`config.mk`:
```
export PLATFORM = sky130hd
export DESIGN_NAME = dasel_top
export DESIGN_NICKNAME = d
export VERILOG_FILES = /design/src/verilog/dasel_pkg.sv /design/src/verilog/dasel_dec_if.sv /design/src/verilog/dasel_decode.sv /design/src/verilog/dasel_top.sv
export SDC_FILE = /design/constraint.sdc
export NUM_CORES = 1
export LEC_CHECK = 0
export BUFFER_PORTS_ARGS = -buffer_cell sky130_fd_sc_hd__clkbuf_2
export CORE_MARGIN = 5
export CORE_UTILIZATION = 45
export CTS_BUF_LIST = sky130_fd_sc_hd__clkbuf_4 sky130_fd_sc_hd__clkbuf_8 sky130_fd_sc_hd__clkbuf_16
export DETAILED_ROUTE_END_ITERATION = 8
export GPL_TIMING_DRIVEN = 1
export PLACE_DENSITY = 0.81
export SLEW_MARGIN = 20
export SYNTH_ARGS = -nofsm -noshare
export SYNTH_HDL_FRONTEND = slang
export SYNTH_SLANG_ARGS = --single-unit
```
`constraint.sdc`:
```
create_clock -name ref_clk -period 1.6 [get_ports ref_clk]
set_clock_uncertainty 0.1 [all_clocks]
set_input_delay 0.16 -clock ref_clk [delete_from_list [all_inputs] [get_ports ref_clk]]
set_output_delay 0.16 -clock ref_clk [all_outputs]
set_load 0.01 [all_outputs]
```
`src/verilog/dasel_pkg.sv`:
```
/*
 * constants for the activation source selector: factor codes, field widths, reset values.
 * assumes nothing of its surroundings; used by every design file through package::name.
 */
package dasel_pkg;
  localparam int FACTOR_W = 4;
  localparam int SERIAL_UNITS = 2;
  localparam int TIMER_UNITS = 3;
  localparam int CHANNELS = 2;
  localparam logic [3:0] FACTOR_RST = 4'h0;
  localparam logic BLOCK_EN_RST = 1'b0;
  localparam logic BLOCK_SIDE_RST = 1'b0;
  // normal mode codes
  localparam logic [3:0] F_AUTO_STEAL = 4'h6;
  localparam logic [3:0] F_AUTO_BURST = 4'h7;
  // block transfer mode codes
  localparam logic [3:0] F_ADC_END = 4'h1;
  localparam logic [3:0] F_USB_REQ = 4'h3;
  localparam logic [3:0] F_SERIAL_FIRST = 4'h4;
  localparam logic [3:0] F_SERIAL_LAST = 4'h7;
  localparam logic [3:0] F_TIMER_FIRST = 4'h8;
  localparam logic [3:0] F_TIMER_LAST = 4'ha;
endpackage : dasel_pkg

```
`src/verilog/dasel_dec_if.sv`:
```
/*
 * per-channel link between the selector top and one factor decoder.
 * assumes the top fills the inputs from its own registers and the peripheral event lines.
 */
`timescale 1ns/10ps
interface dasel_dec_if;
  logic [3:0] factor;
  logic block_mode_enable;
  logic adc_conv_end;
  logic usb_dma_request_line_b;
  logic [dasel_pkg::SERIAL_UNITS-1:0] serial_tx_done;
  logic [dasel_pkg::SERIAL_UNITS-1:0] serial_rx_done;
  logic [dasel_pkg::TIMER_UNITS-1:0] timer_match_a;
  logic req;
  logic burst;
  logic code_valid;
  modport ctl (output factor, block_mode_enable, adc_conv_end, usb_dma_request_line_b, serial_tx_done,
    serial_rx_done, timer_match_a, input req, burst, code_valid);
  modport dec (input factor, block_mode_enable, adc_conv_end, usb_dma_request_line_b, serial_tx_done,
    serial_rx_done, timer_match_a, output req, burst, code_valid);
endinterface : dasel_dec_if

```
`src/verilog/dasel_decode.sv`:
```
/*
 * combinational factor decoder for one channel: picks the activation source from the factor code.
 * assumes event inputs are synchronous to ref_clk; the owning top registers the result.
 */
`timescale 1ns/10ps
module dasel_decode (
  dasel_dec_if.dec d
);
  logic [3:0] serial_idx;
  logic [3:0] timer_idx;

  always_comb begin
    serial_idx = d.factor - dasel_pkg::F_SERIAL_FIRST;
    timer_idx = d.factor - dasel_pkg::F_TIMER_FIRST;
    d.req = 1'b0;
    d.burst = 1'b0;
    d.code_valid = 1'b0;
    if (!d.block_mode_enable) begin
      if (d.factor == dasel_pkg::F_AUTO_STEAL || d.factor == dasel_pkg::F_AUTO_BURST) begin
        d.req = 1'b1;
        d.code_valid = 1'b1;
        d.burst = (d.factor == dasel_pkg::F_AUTO_BURST);
      end
    end else begin
      if (d.factor == dasel_pkg::F_ADC_END) begin
        d.req = d.adc_conv_end;
        d.code_valid = 1'b1;
      end else if (d.factor == dasel_pkg::F_USB_REQ) begin
        d.req = !d.usb_dma_request_line_b;
        d.code_valid = 1'b1;
      end else if (d.factor >= dasel_pkg::F_SERIAL_FIRST && d.factor <= dasel_pkg::F_SERIAL_LAST) begin
        // even offsets are transmit, odd are receive, unit = offset / 2
        d.req = serial_idx[0] ? d.serial_rx_done[serial_idx[1]] : d.serial_tx_done[serial_idx[1]];
        d.code_valid = 1'b1;
      end else if (d.factor >= dasel_pkg::F_TIMER_FIRST && d.factor <= dasel_pkg::F_TIMER_LAST) begin
        d.req = d.timer_match_a[timer_idx[1:0]];
        d.code_valid = 1'b1;
      end
    end
    // any other code leaves req and code_valid low
  end
endmodule : dasel_decode

```
`src/verilog/dasel_top.sv`:
```
/*
 * activation source selection for the full-address-mode channels of a dma controller.
 * assumes the transfer engine consumes one start pulse per cycle and drives chan_enable;
 * event inputs are single-cycle pulses synchronous to ref_clk, the usb line is a level.
 */
// Functional notes
// - each channel keeps a 4-bit read/write activation factor that resets to zero.
// - in normal mode code 0110 is an auto-request in cycle-steal form and 0111 in burst form.
// - the factor code is read through the normal-mode table or the block-mode table by mode.
// - in block mode code 0001 starts on the converter's conversion-end event.
// - in block mode code 0011 starts while the usb request line is held low.
// - in block mode codes 0100 to 0111 start on serial unit 0 tx, 0 rx, 1 tx, 1 rx complete.
// - in block mode codes 1000, 1001, 1010 start on timer channel 0, 1, 2 compare/capture A.
// - channels may share a factor and the highest-priority requester is started first.
// - the block enable bit selects block mode and the side bit selects the block area; here the side bit is only stored and read back on block_side_select.
`timescale 1ns/10ps
module dasel_top #(
  parameter int NCH = dasel_pkg::CHANNELS
) (
  // clock and reset
  input wire logic ref_clk,
  input wire logic rst_b,
  // configuration write port, one strobe per channel
  input wire logic [NCH-1:0] cfg_wr_en,
  input wire logic [3:0] cfg_wr_factor,
  input wire logic cfg_wr_block_mode_enable,
  input wire logic cfg_wr_block_side_select,
  // transfer engine
  input wire logic [NCH-1:0] chan_enable,
  // peripheral activation events
  input wire logic adc_conv_end,
  input wire logic usb_dma_request_line_b,
  input wire logic [dasel_pkg::SERIAL_UNITS-1:0] serial_tx_done,
  input wire logic [dasel_pkg::SERIAL_UNITS-1:0] serial_rx_done,
  input wire logic [dasel_pkg::TIMER_UNITS-1:0] timer_match_a,
  // configuration readback
  output logic [NCH-1:0][3:0] activation_factor,
  output logic [NCH-1:0] block_mode_enable,
  output logic [NCH-1:0] block_side_select,
  // activation results
  output logic [NCH-1:0] code_valid,
  output logic [NCH-1:0] start,
  output logic [NCH-1:0] start_burst
);
  typedef struct packed {
    logic [NCH-1:0][3:0] factor;
    logic [NCH-1:0] blk;
    logic [NCH-1:0] side;
    logic [NCH-1:0] valid;
    logic [NCH-1:0] pending;
    logic [NCH-1:0] start;
    logic [NCH-1:0] burst;
  } dasel_state_t;

  dasel_state_t state_reg;
  dasel_state_t state_next;
  logic [NCH-1:0] req;
  logic [NCH-1:0] burst_sel;
  logic [NCH-1:0] valid_sel;
  logic [NCH-1:0] grant;

  if (NCH < 1 || NCH > 8) begin : g_bad_nch
    $error("dasel_top: NCH must be 1 to 8");
  end

  // lowest index is the highest relative priority
  function automatic logic [NCH-1:0] dasel_first(input logic [NCH-1:0] v);
    logic [NCH-1:0] r;
    logic found;
    r = '0;
    found = 1'b0;
    for (int i = 0; i < NCH; i++) begin
      if (v[i] && !found) begin
        r[i] = 1'b1;
        found = 1'b1;
      end
    end
    return r;
  endfunction : dasel_first

  genvar g;
  generate
    for (g = 0; g < NCH; g++) begin : g_ch
      dasel_dec_if dif ();
      assign dif.factor = state_reg.factor[g];
      assign dif.block_mode_enable = state_reg.blk[g];
      assign dif.adc_conv_end = adc_conv_end;
      assign dif.usb_dma_request_line_b = usb_dma_request_line_b;
      assign dif.serial_tx_done = serial_tx_done;
      assign dif.serial_rx_done = serial_rx_done;
      assign dif.timer_match_a = timer_match_a;
      assign req[g] = dif.req;
      assign burst_sel[g] = dif.burst;
      assign valid_sel[g] = dif.code_valid;
      dasel_decode u_dec (
        .d(dif.dec)
      );
    end
  endgenerate

  assign grant = dasel_first(state_reg.pending);

  always_comb begin
    state_next = state_reg;
    for (int i = 0; i < NCH; i++) begin
      if (cfg_wr_en[i]) begin
        state_next.factor[i] = cfg_wr_factor;
        state_next.blk[i] = cfg_wr_block_mode_enable;
        state_next.side[i] = cfg_wr_block_side_select;
      end
      // a new request in the grant cycle survives: set wins over clear
      state_next.pending[i] = chan_enable[i] && valid_sel[i]
        && (req[i] || (state_reg.pending[i] && !grant[i]));
    end
    state_next.valid = valid_sel;
    state_next.start = grant;
    state_next.burst = grant & burst_sel;
  end

  always_ff @(posedge ref_clk) begin
    if (!rst_b) begin
      state_reg.factor <= {NCH{dasel_pkg::FACTOR_RST}};
      state_reg.blk <= {NCH{dasel_pkg::BLOCK_EN_RST}};
      state_reg.side <= {NCH{dasel_pkg::BLOCK_SIDE_RST}};
      state_reg.valid <= '0;
      state_reg.pending <= '0;
      state_reg.start <= '0;
      state_reg.burst <= '0;
    end else begin
      state_reg <= state_next;
    end
  end

  assign activation_factor = state_reg.factor;
  assign block_mode_enable = state_reg.blk;
  assign block_side_select = state_reg.side;
  assign code_valid = state_reg.valid;
  assign start = state_reg.start;
  assign start_burst = state_reg.burst;
endmodule : dasel_top

```
-- After elaboration in Yosys (flattened, before gate mapping)
Cells that the tools add are included.
- add/subtract/negate cells: 4
- $mul: 0
- divide/modulo/power cells: 0
- $lt $le $gt $ge: 12
- equality and inequality tests: 8
- shifts and indexed selects: 0
- muxes and demuxes: 42
- bitwise gates (word level): 1
- reduce and logical (&&, ||, !) cells: 18
- operators with widths (cell ; number):
    two-way mux 1 bit ; 40
    equality test 4 x 3 -> 1 bit, second input constant ; 4
    logical AND 1 bit ; 11
    equality test 4 x 1 -> 1 bit, second input constant ; 2
    equality test 4 x 2 -> 1 bit, second input constant ; 2
    >= comparator 4 x 3 -> 1 bit, second input constant ; 2
    >= comparator 4 bit, second input constant ; 2
    <= comparator 4 x 3 -> 1 bit, second input constant ; 2
    <= comparator 4 bit, second input constant ; 2
    subtractor 2 x 1 -> 2 bit, second input constant ; 4
    < comparator 2 x 3 -> 1 bit, second input constant ; 2
    binary-select mux 1 bit (select 2 bit) ; 2
    logical OR 1 bit ; 4
    < comparator 1 x 2 -> 1 bit, second input constant ; 2
    zero test 1 bit ; 3
    AND 2 bit ; 1
- bits in registers: 20
- latch bits: 0
- RAM bits: 0
- bits in read-only memories: 0
- input bits: 21
- logic and storage cells: 95
- memories kept: 0

-- Depth between registers and ports, before layout
- depth in word-level cells: 10
- gate-level depth with buffers: 5
- depth with buffers taken out: 4

-- Modules after synthesis
Synthesis repeated with hierarchy kept, for this count alone.
- cells, all modules: 114
- area total of the unflattened synthesis: 1103.6 µm²
- by module, submodules not included (module ; instances ; cells an instance ; area an instance (µm²) ; seq. area each (µm²)):
    dasel_top ; 1 ; 76 ; 813.3 ; 400.4
    dasel_decode ; 2 ; 19 ; 145.1 ; 0.0

-- Worst setup path before layout
Ideal clock, no wire load.
- path type: flip-flop to flip-flop
- start: register g_ch[0].dif.factor[0] (netlist name)
- end: register state_reg[4] in the netlist's numbering
- setup time: 74 ps
- arrival: 1195 ps
- setup slack: 231 ps
- cell stages (with the launch flop): 6
- buffers on the path: 1
- clock period less this slack: 1369 ps
- cell sequence: dfxtp_1 buf_6 a21o_1 a2111oi_4 o211ai_1 a31oi_1
- word-level cells in the longest chain between the ends: 10
- elaborated cells on any way between the ends: 34
- classes of those cells: add/sub (2); order compare (4); eq/ne (4); mux (18); reduce/logical (6)
- RTL lines (item ; line ; RTL):
    subtractor 2 x 1 -> 2 bit ; dasel_decode.sv:13, dasel_decode.sv:14 ;
    binary-select mux 1 bit (select 2 bit) / two-way mux 1 bit (equally long branches) ; dasel_decode.sv:36, dasel_decode.sv:33 ;
    two-way mux 1 bit, on equally long branches ; dasel_decode.sv:36, dasel_decode.sv:33 ;
    two-way mux 1 bit, on equally long branches ; dasel_decode.sv:35, dasel_decode.sv:33 ;
    two-way mux 1 bit ; dasel_decode.sv:31 ; end else if (d.factor >= dasel_pkg::F_SERIAL_FIRST && d.factor <= dasel_pkg::F_SERIAL_LAST) begin
    two-way mux 1 bit ; dasel_decode.sv:28 ; end else if (d.factor == dasel_pkg::F_USB_REQ) begin
    two-way mux 1 bit ; dasel_decode.sv:25 ; if (d.factor == dasel_pkg::F_ADC_END) begin
    two-way mux 1 bit ; dasel_decode.sv:18 ; if (!d.block_mode_enable) begin
    logical OR 1 bit ; dasel_top.sv:113 ; && (req[i] || (state_reg.pending[i] && !grant[i]));
    logical AND 1 bit (*) ; dasel_top.sv:113 ;
    to (signal assigned) ; dasel_top.sv:130 ; state_reg <= state_next;
    to (decl) ; dasel_top.sv:55 ; dasel_state_t state_reg;
Mark *: on every way between the ends. The rest lies on a longest branch, timed or not. The select of a mux whose other input is x is not followed.
A chain may end at the register's enable or synchronous reset.

-- Final worst setup path
- start: register g_ch[1].dif.factor[0] (netlist name)
- end: register state_reg[5] in the netlist's numbering
- word-level cells in the longest chain between the ends: 10
- elaborated cells on any way between the ends: 34
- classes of those cells: add/sub (2); order compare (4); eq/ne (4); mux (18); reduce/logical (6)
- RTL lines (item ; line):
    subtractor 2 x 1 -> 2 bit ; dasel_decode.sv:13, dasel_decode.sv:14
    binary-select mux 1 bit (select 2 bit) / two-way mux 1 bit (equally long branches) ; dasel_decode.sv:36, dasel_decode.sv:33
    two-way mux 1 bit, on equally long branches ; dasel_decode.sv:36, dasel_decode.sv:33
    two-way mux 1 bit, on equally long branches ; dasel_decode.sv:35, dasel_decode.sv:33
    two-way mux 1 bit ; dasel_decode.sv:31
    two-way mux 1 bit ; dasel_decode.sv:28
    two-way mux 1 bit ; dasel_decode.sv:25
    two-way mux 1 bit ; dasel_decode.sv:18
    logical OR 1 bit ; dasel_top.sv:113
    logical AND 1 bit (*) ; dasel_top.sv:113
Marks and branches as above.

==> flow_summary.toml <==
[status]
status = "completed"

[synthesis]
yosysMostFrequentCell = "dfxtp_1"
ys_seq_area_share_pct = 36.5
synth_area_sq_mm = 0.00110
synth_flop_cell = "dfxtp_1"
synth_warnings = 0
ys_top_cells_by_count = "dfxtp_1 (20), buf_4 (19), mux2i_1 (16), nor2_1 (15), inv_1 (5)"
synth_area_leader_cell = "dfxtp_1"
syn_avg_cell_area_sq_um = 9.22
syn-num-nets = 140
synth-seq-cells = 20
synth_edf_count = 0
yosysUniqueCellTypes = 30
synth_top_area_share_pct = 36.5
synth.top_cells.by_area = "dfxtp_1 (36%), mux2i_1 (15%), buf_4 (13%)"
ys_async_sr_fraction_pct = 0
synth_cells = 119

[timing]
finalCriticalPeriod_ps = 1440
setup_viol = 0
maxSlewHeadroom_pct = 75.4
tns_ps = 0
fmax_mhz = 695
hold_viol_final = 0
slew_viol_final = 0
rsz0062_at_grt = "false"
post-route-period-util_pct = 89.9
tightestPinTransition_ps = 360

[setup_path]
critPathCaptureType = "flip-flop"
timing.rr.start = "g_ch[1].dif.factor[0]"
crit_fanout = 9
r2r_end = "state_reg[5]"
r2r_cells = 4
critPathLaunch = "g_ch[1].dif.factor[0]"
crit_type = "reg -> reg"
required_ps = 1690
reg2reg_slack_ps = 160
critPathArrivalTime_ps = 1530
crit_path_start_kind = "flip-flop"

[power]
power.total_uw = 1140
intPower_uw = 860
p_per_area_mw_per_mm2 = 901
swShare_pct = 24.6
ir_drop_mv = 0.655
combPwrFrac_pct = 15.6
p_sw_uw = 280
p_leak_uw = 0.000591
p_clk_share_pct = 36.3
power_frac_seq_pct = 48.1

[cts]
ctsLongestPathBuffers = 2
post_cts_buffers = 0
clkTransAtPathRegs_ps = 120
clock-sinks = 20
worstSkewPairLatency_ps = 300
root_buffer = "clkbuf_4"
cts_tree = "done"
htreeDepth = 1
numCtsBuffers = 3

[die]
fp.dieArea_sq_mm = 0.00353
die_h_um = 59.4
row_count = 17
top_level_ports = 39
coreArea_sq_mm = 0.00228
die_x_um = 59.4
start_util_pct = 48.2

[cells_and_area]
antennaDiodeCount = 0
synthToLayoutAreaGrowth_pct = 15.3
largest_reg_flops = 8
nets = 166
regMostFlops = "g_ch.dif.factor"
fillers = 232
multi_input_area_sq_um = 497
fin_cells = 172
seq_area_sq_um = 404
layout-drive-gt1-share_pct = 36.8

[detailed_routing]
routed_via_density = 5.22
wl_per_cell_um = 14.6
dr.first_iter.drc_count = 18
first_pass_iters = 4
antenna_violating_nets_post_route = 0
route.detailed.drc = 0
drt_wl_total_um = 2510
vias = 898

[place]
dp_cells = 165
port-buffer-count = 38
hpwl_um = 2000
gp_congestion = 0.902

[global_routing]
grt_max_degree = 13
grt_pass1_vias = 975
grtUsageTotal_pct = 16.1
overflow = 0
antenna_found_initial = 0
grt_pass1_wl_um = 4310

[hold_path]
hp-start = "cfg_wr_block_side_select"
min_path_type = "in -> reg"
whs_path_depth = 3
min_to = "block_side_select[0]"

[job]
cap_violations = 0
layout by cell type, fill, tap and decap left out, types with 3 or more instances in the layout:
cell type	Yosys	routed
clkbuf_2	0	38
dfxtp_1	20	17
mux2i_1	16	16
nor2_1	15	15
inv_1	5	5
buf_4	19	5
a31oi_1	4	4
nand2_1	3	3
nand2b_1	3	3
o21ai_0	3	3
a21oi_1	3	3
clkbuf_4	0	3
dfxtp_2	0	3
dlygate4sd3_1	0	3
cell families (layout without fill, tap and decap cells):
family / after synthesis / count (layout) / share of synthesized area (%)
flip-flops: 20 / 20 / 36.5
AND/OR/NAND/NOR: 33 / 33 / 14.5
buffers and inverters: 30 / 55 / 18.2
AO/OA/AOI/OAI: 19 / 19 / 14.1
multiplexers: 17 / 17 / 16.6
how the worst max path moves through the flow:
stage                   endpoint  depth (start not counted)
floorplan           state_reg[4]                          5
global placement    state_reg[4]                          3
detailed placement  state_reg[5]                          5
CTS                 state_reg[4]                          5
global route        state_reg[5]                          4
finish              state_reg[5]                          4
through the flow:
step / setup WS [ps] / utilization [%] / cell area, sq um / hold slack [ps]
2_1_floorplan: 231 / - / 1100 / 197
3_3_place_gp: 178 / 51.8 / 1180 / 293
3_5_place_dp: 152 / 51.8 / 1180 / 296
4_1_cts: 115 / 55.4 / 1260 / 0.705
5_1_grt: 56.9 / 55.6 / 1260 / 23.9
6_report: 162 / 55.6 / 1260 / 8.05
area by class of cell:
type / count / area share (%)
timing repair buffer: 46 / 20.4
clock inverter: 1 / 2.37
inverter: 5 / 1.48
sequential: 20 / 31.9
multi-input combinational: 69 / 39.3
tap: 28 / 2.77
clock buffer: 3 / 1.78
repair_timing:
action / CTS / global route
hold endpoints to repair: 3 / 0
hold buffers: 3 / 0
setup endpoints to repair: 0 / 2
gates resized for setup: 0 / 3
worst max-delay path, cell delays in order (launching register included):
cell      delay, ps
dfxtp_1         500
nor2b_1         260
a31oi_1         110
o311ai_1        290
a31oi_1          70
layer usage:
metal | global-route usage [%] | share of wire, % | up-vias
li1 | - | - | 450
met1 | 18.6 | 43 | 402
met2 | 27.1 | 44 | 44
met3 | 6.75 | 13 | 2
met4 | 3.88 | 0.56 | 0
met5 | 0 | 0 | -
power groups by stage:
stage / logic, uW / registers [uW] / clock network [uW]
floorplan: 139 / 546 / 0
global route: 198 / 553 / 445
CTS: 179 / 547 / 423
finish: 178 / 548 / 414
global placement: 167 / 556 / 0
detailed placement: 172 / 557 / 0
No activity file was read; power rests on OpenSTA's default activity.
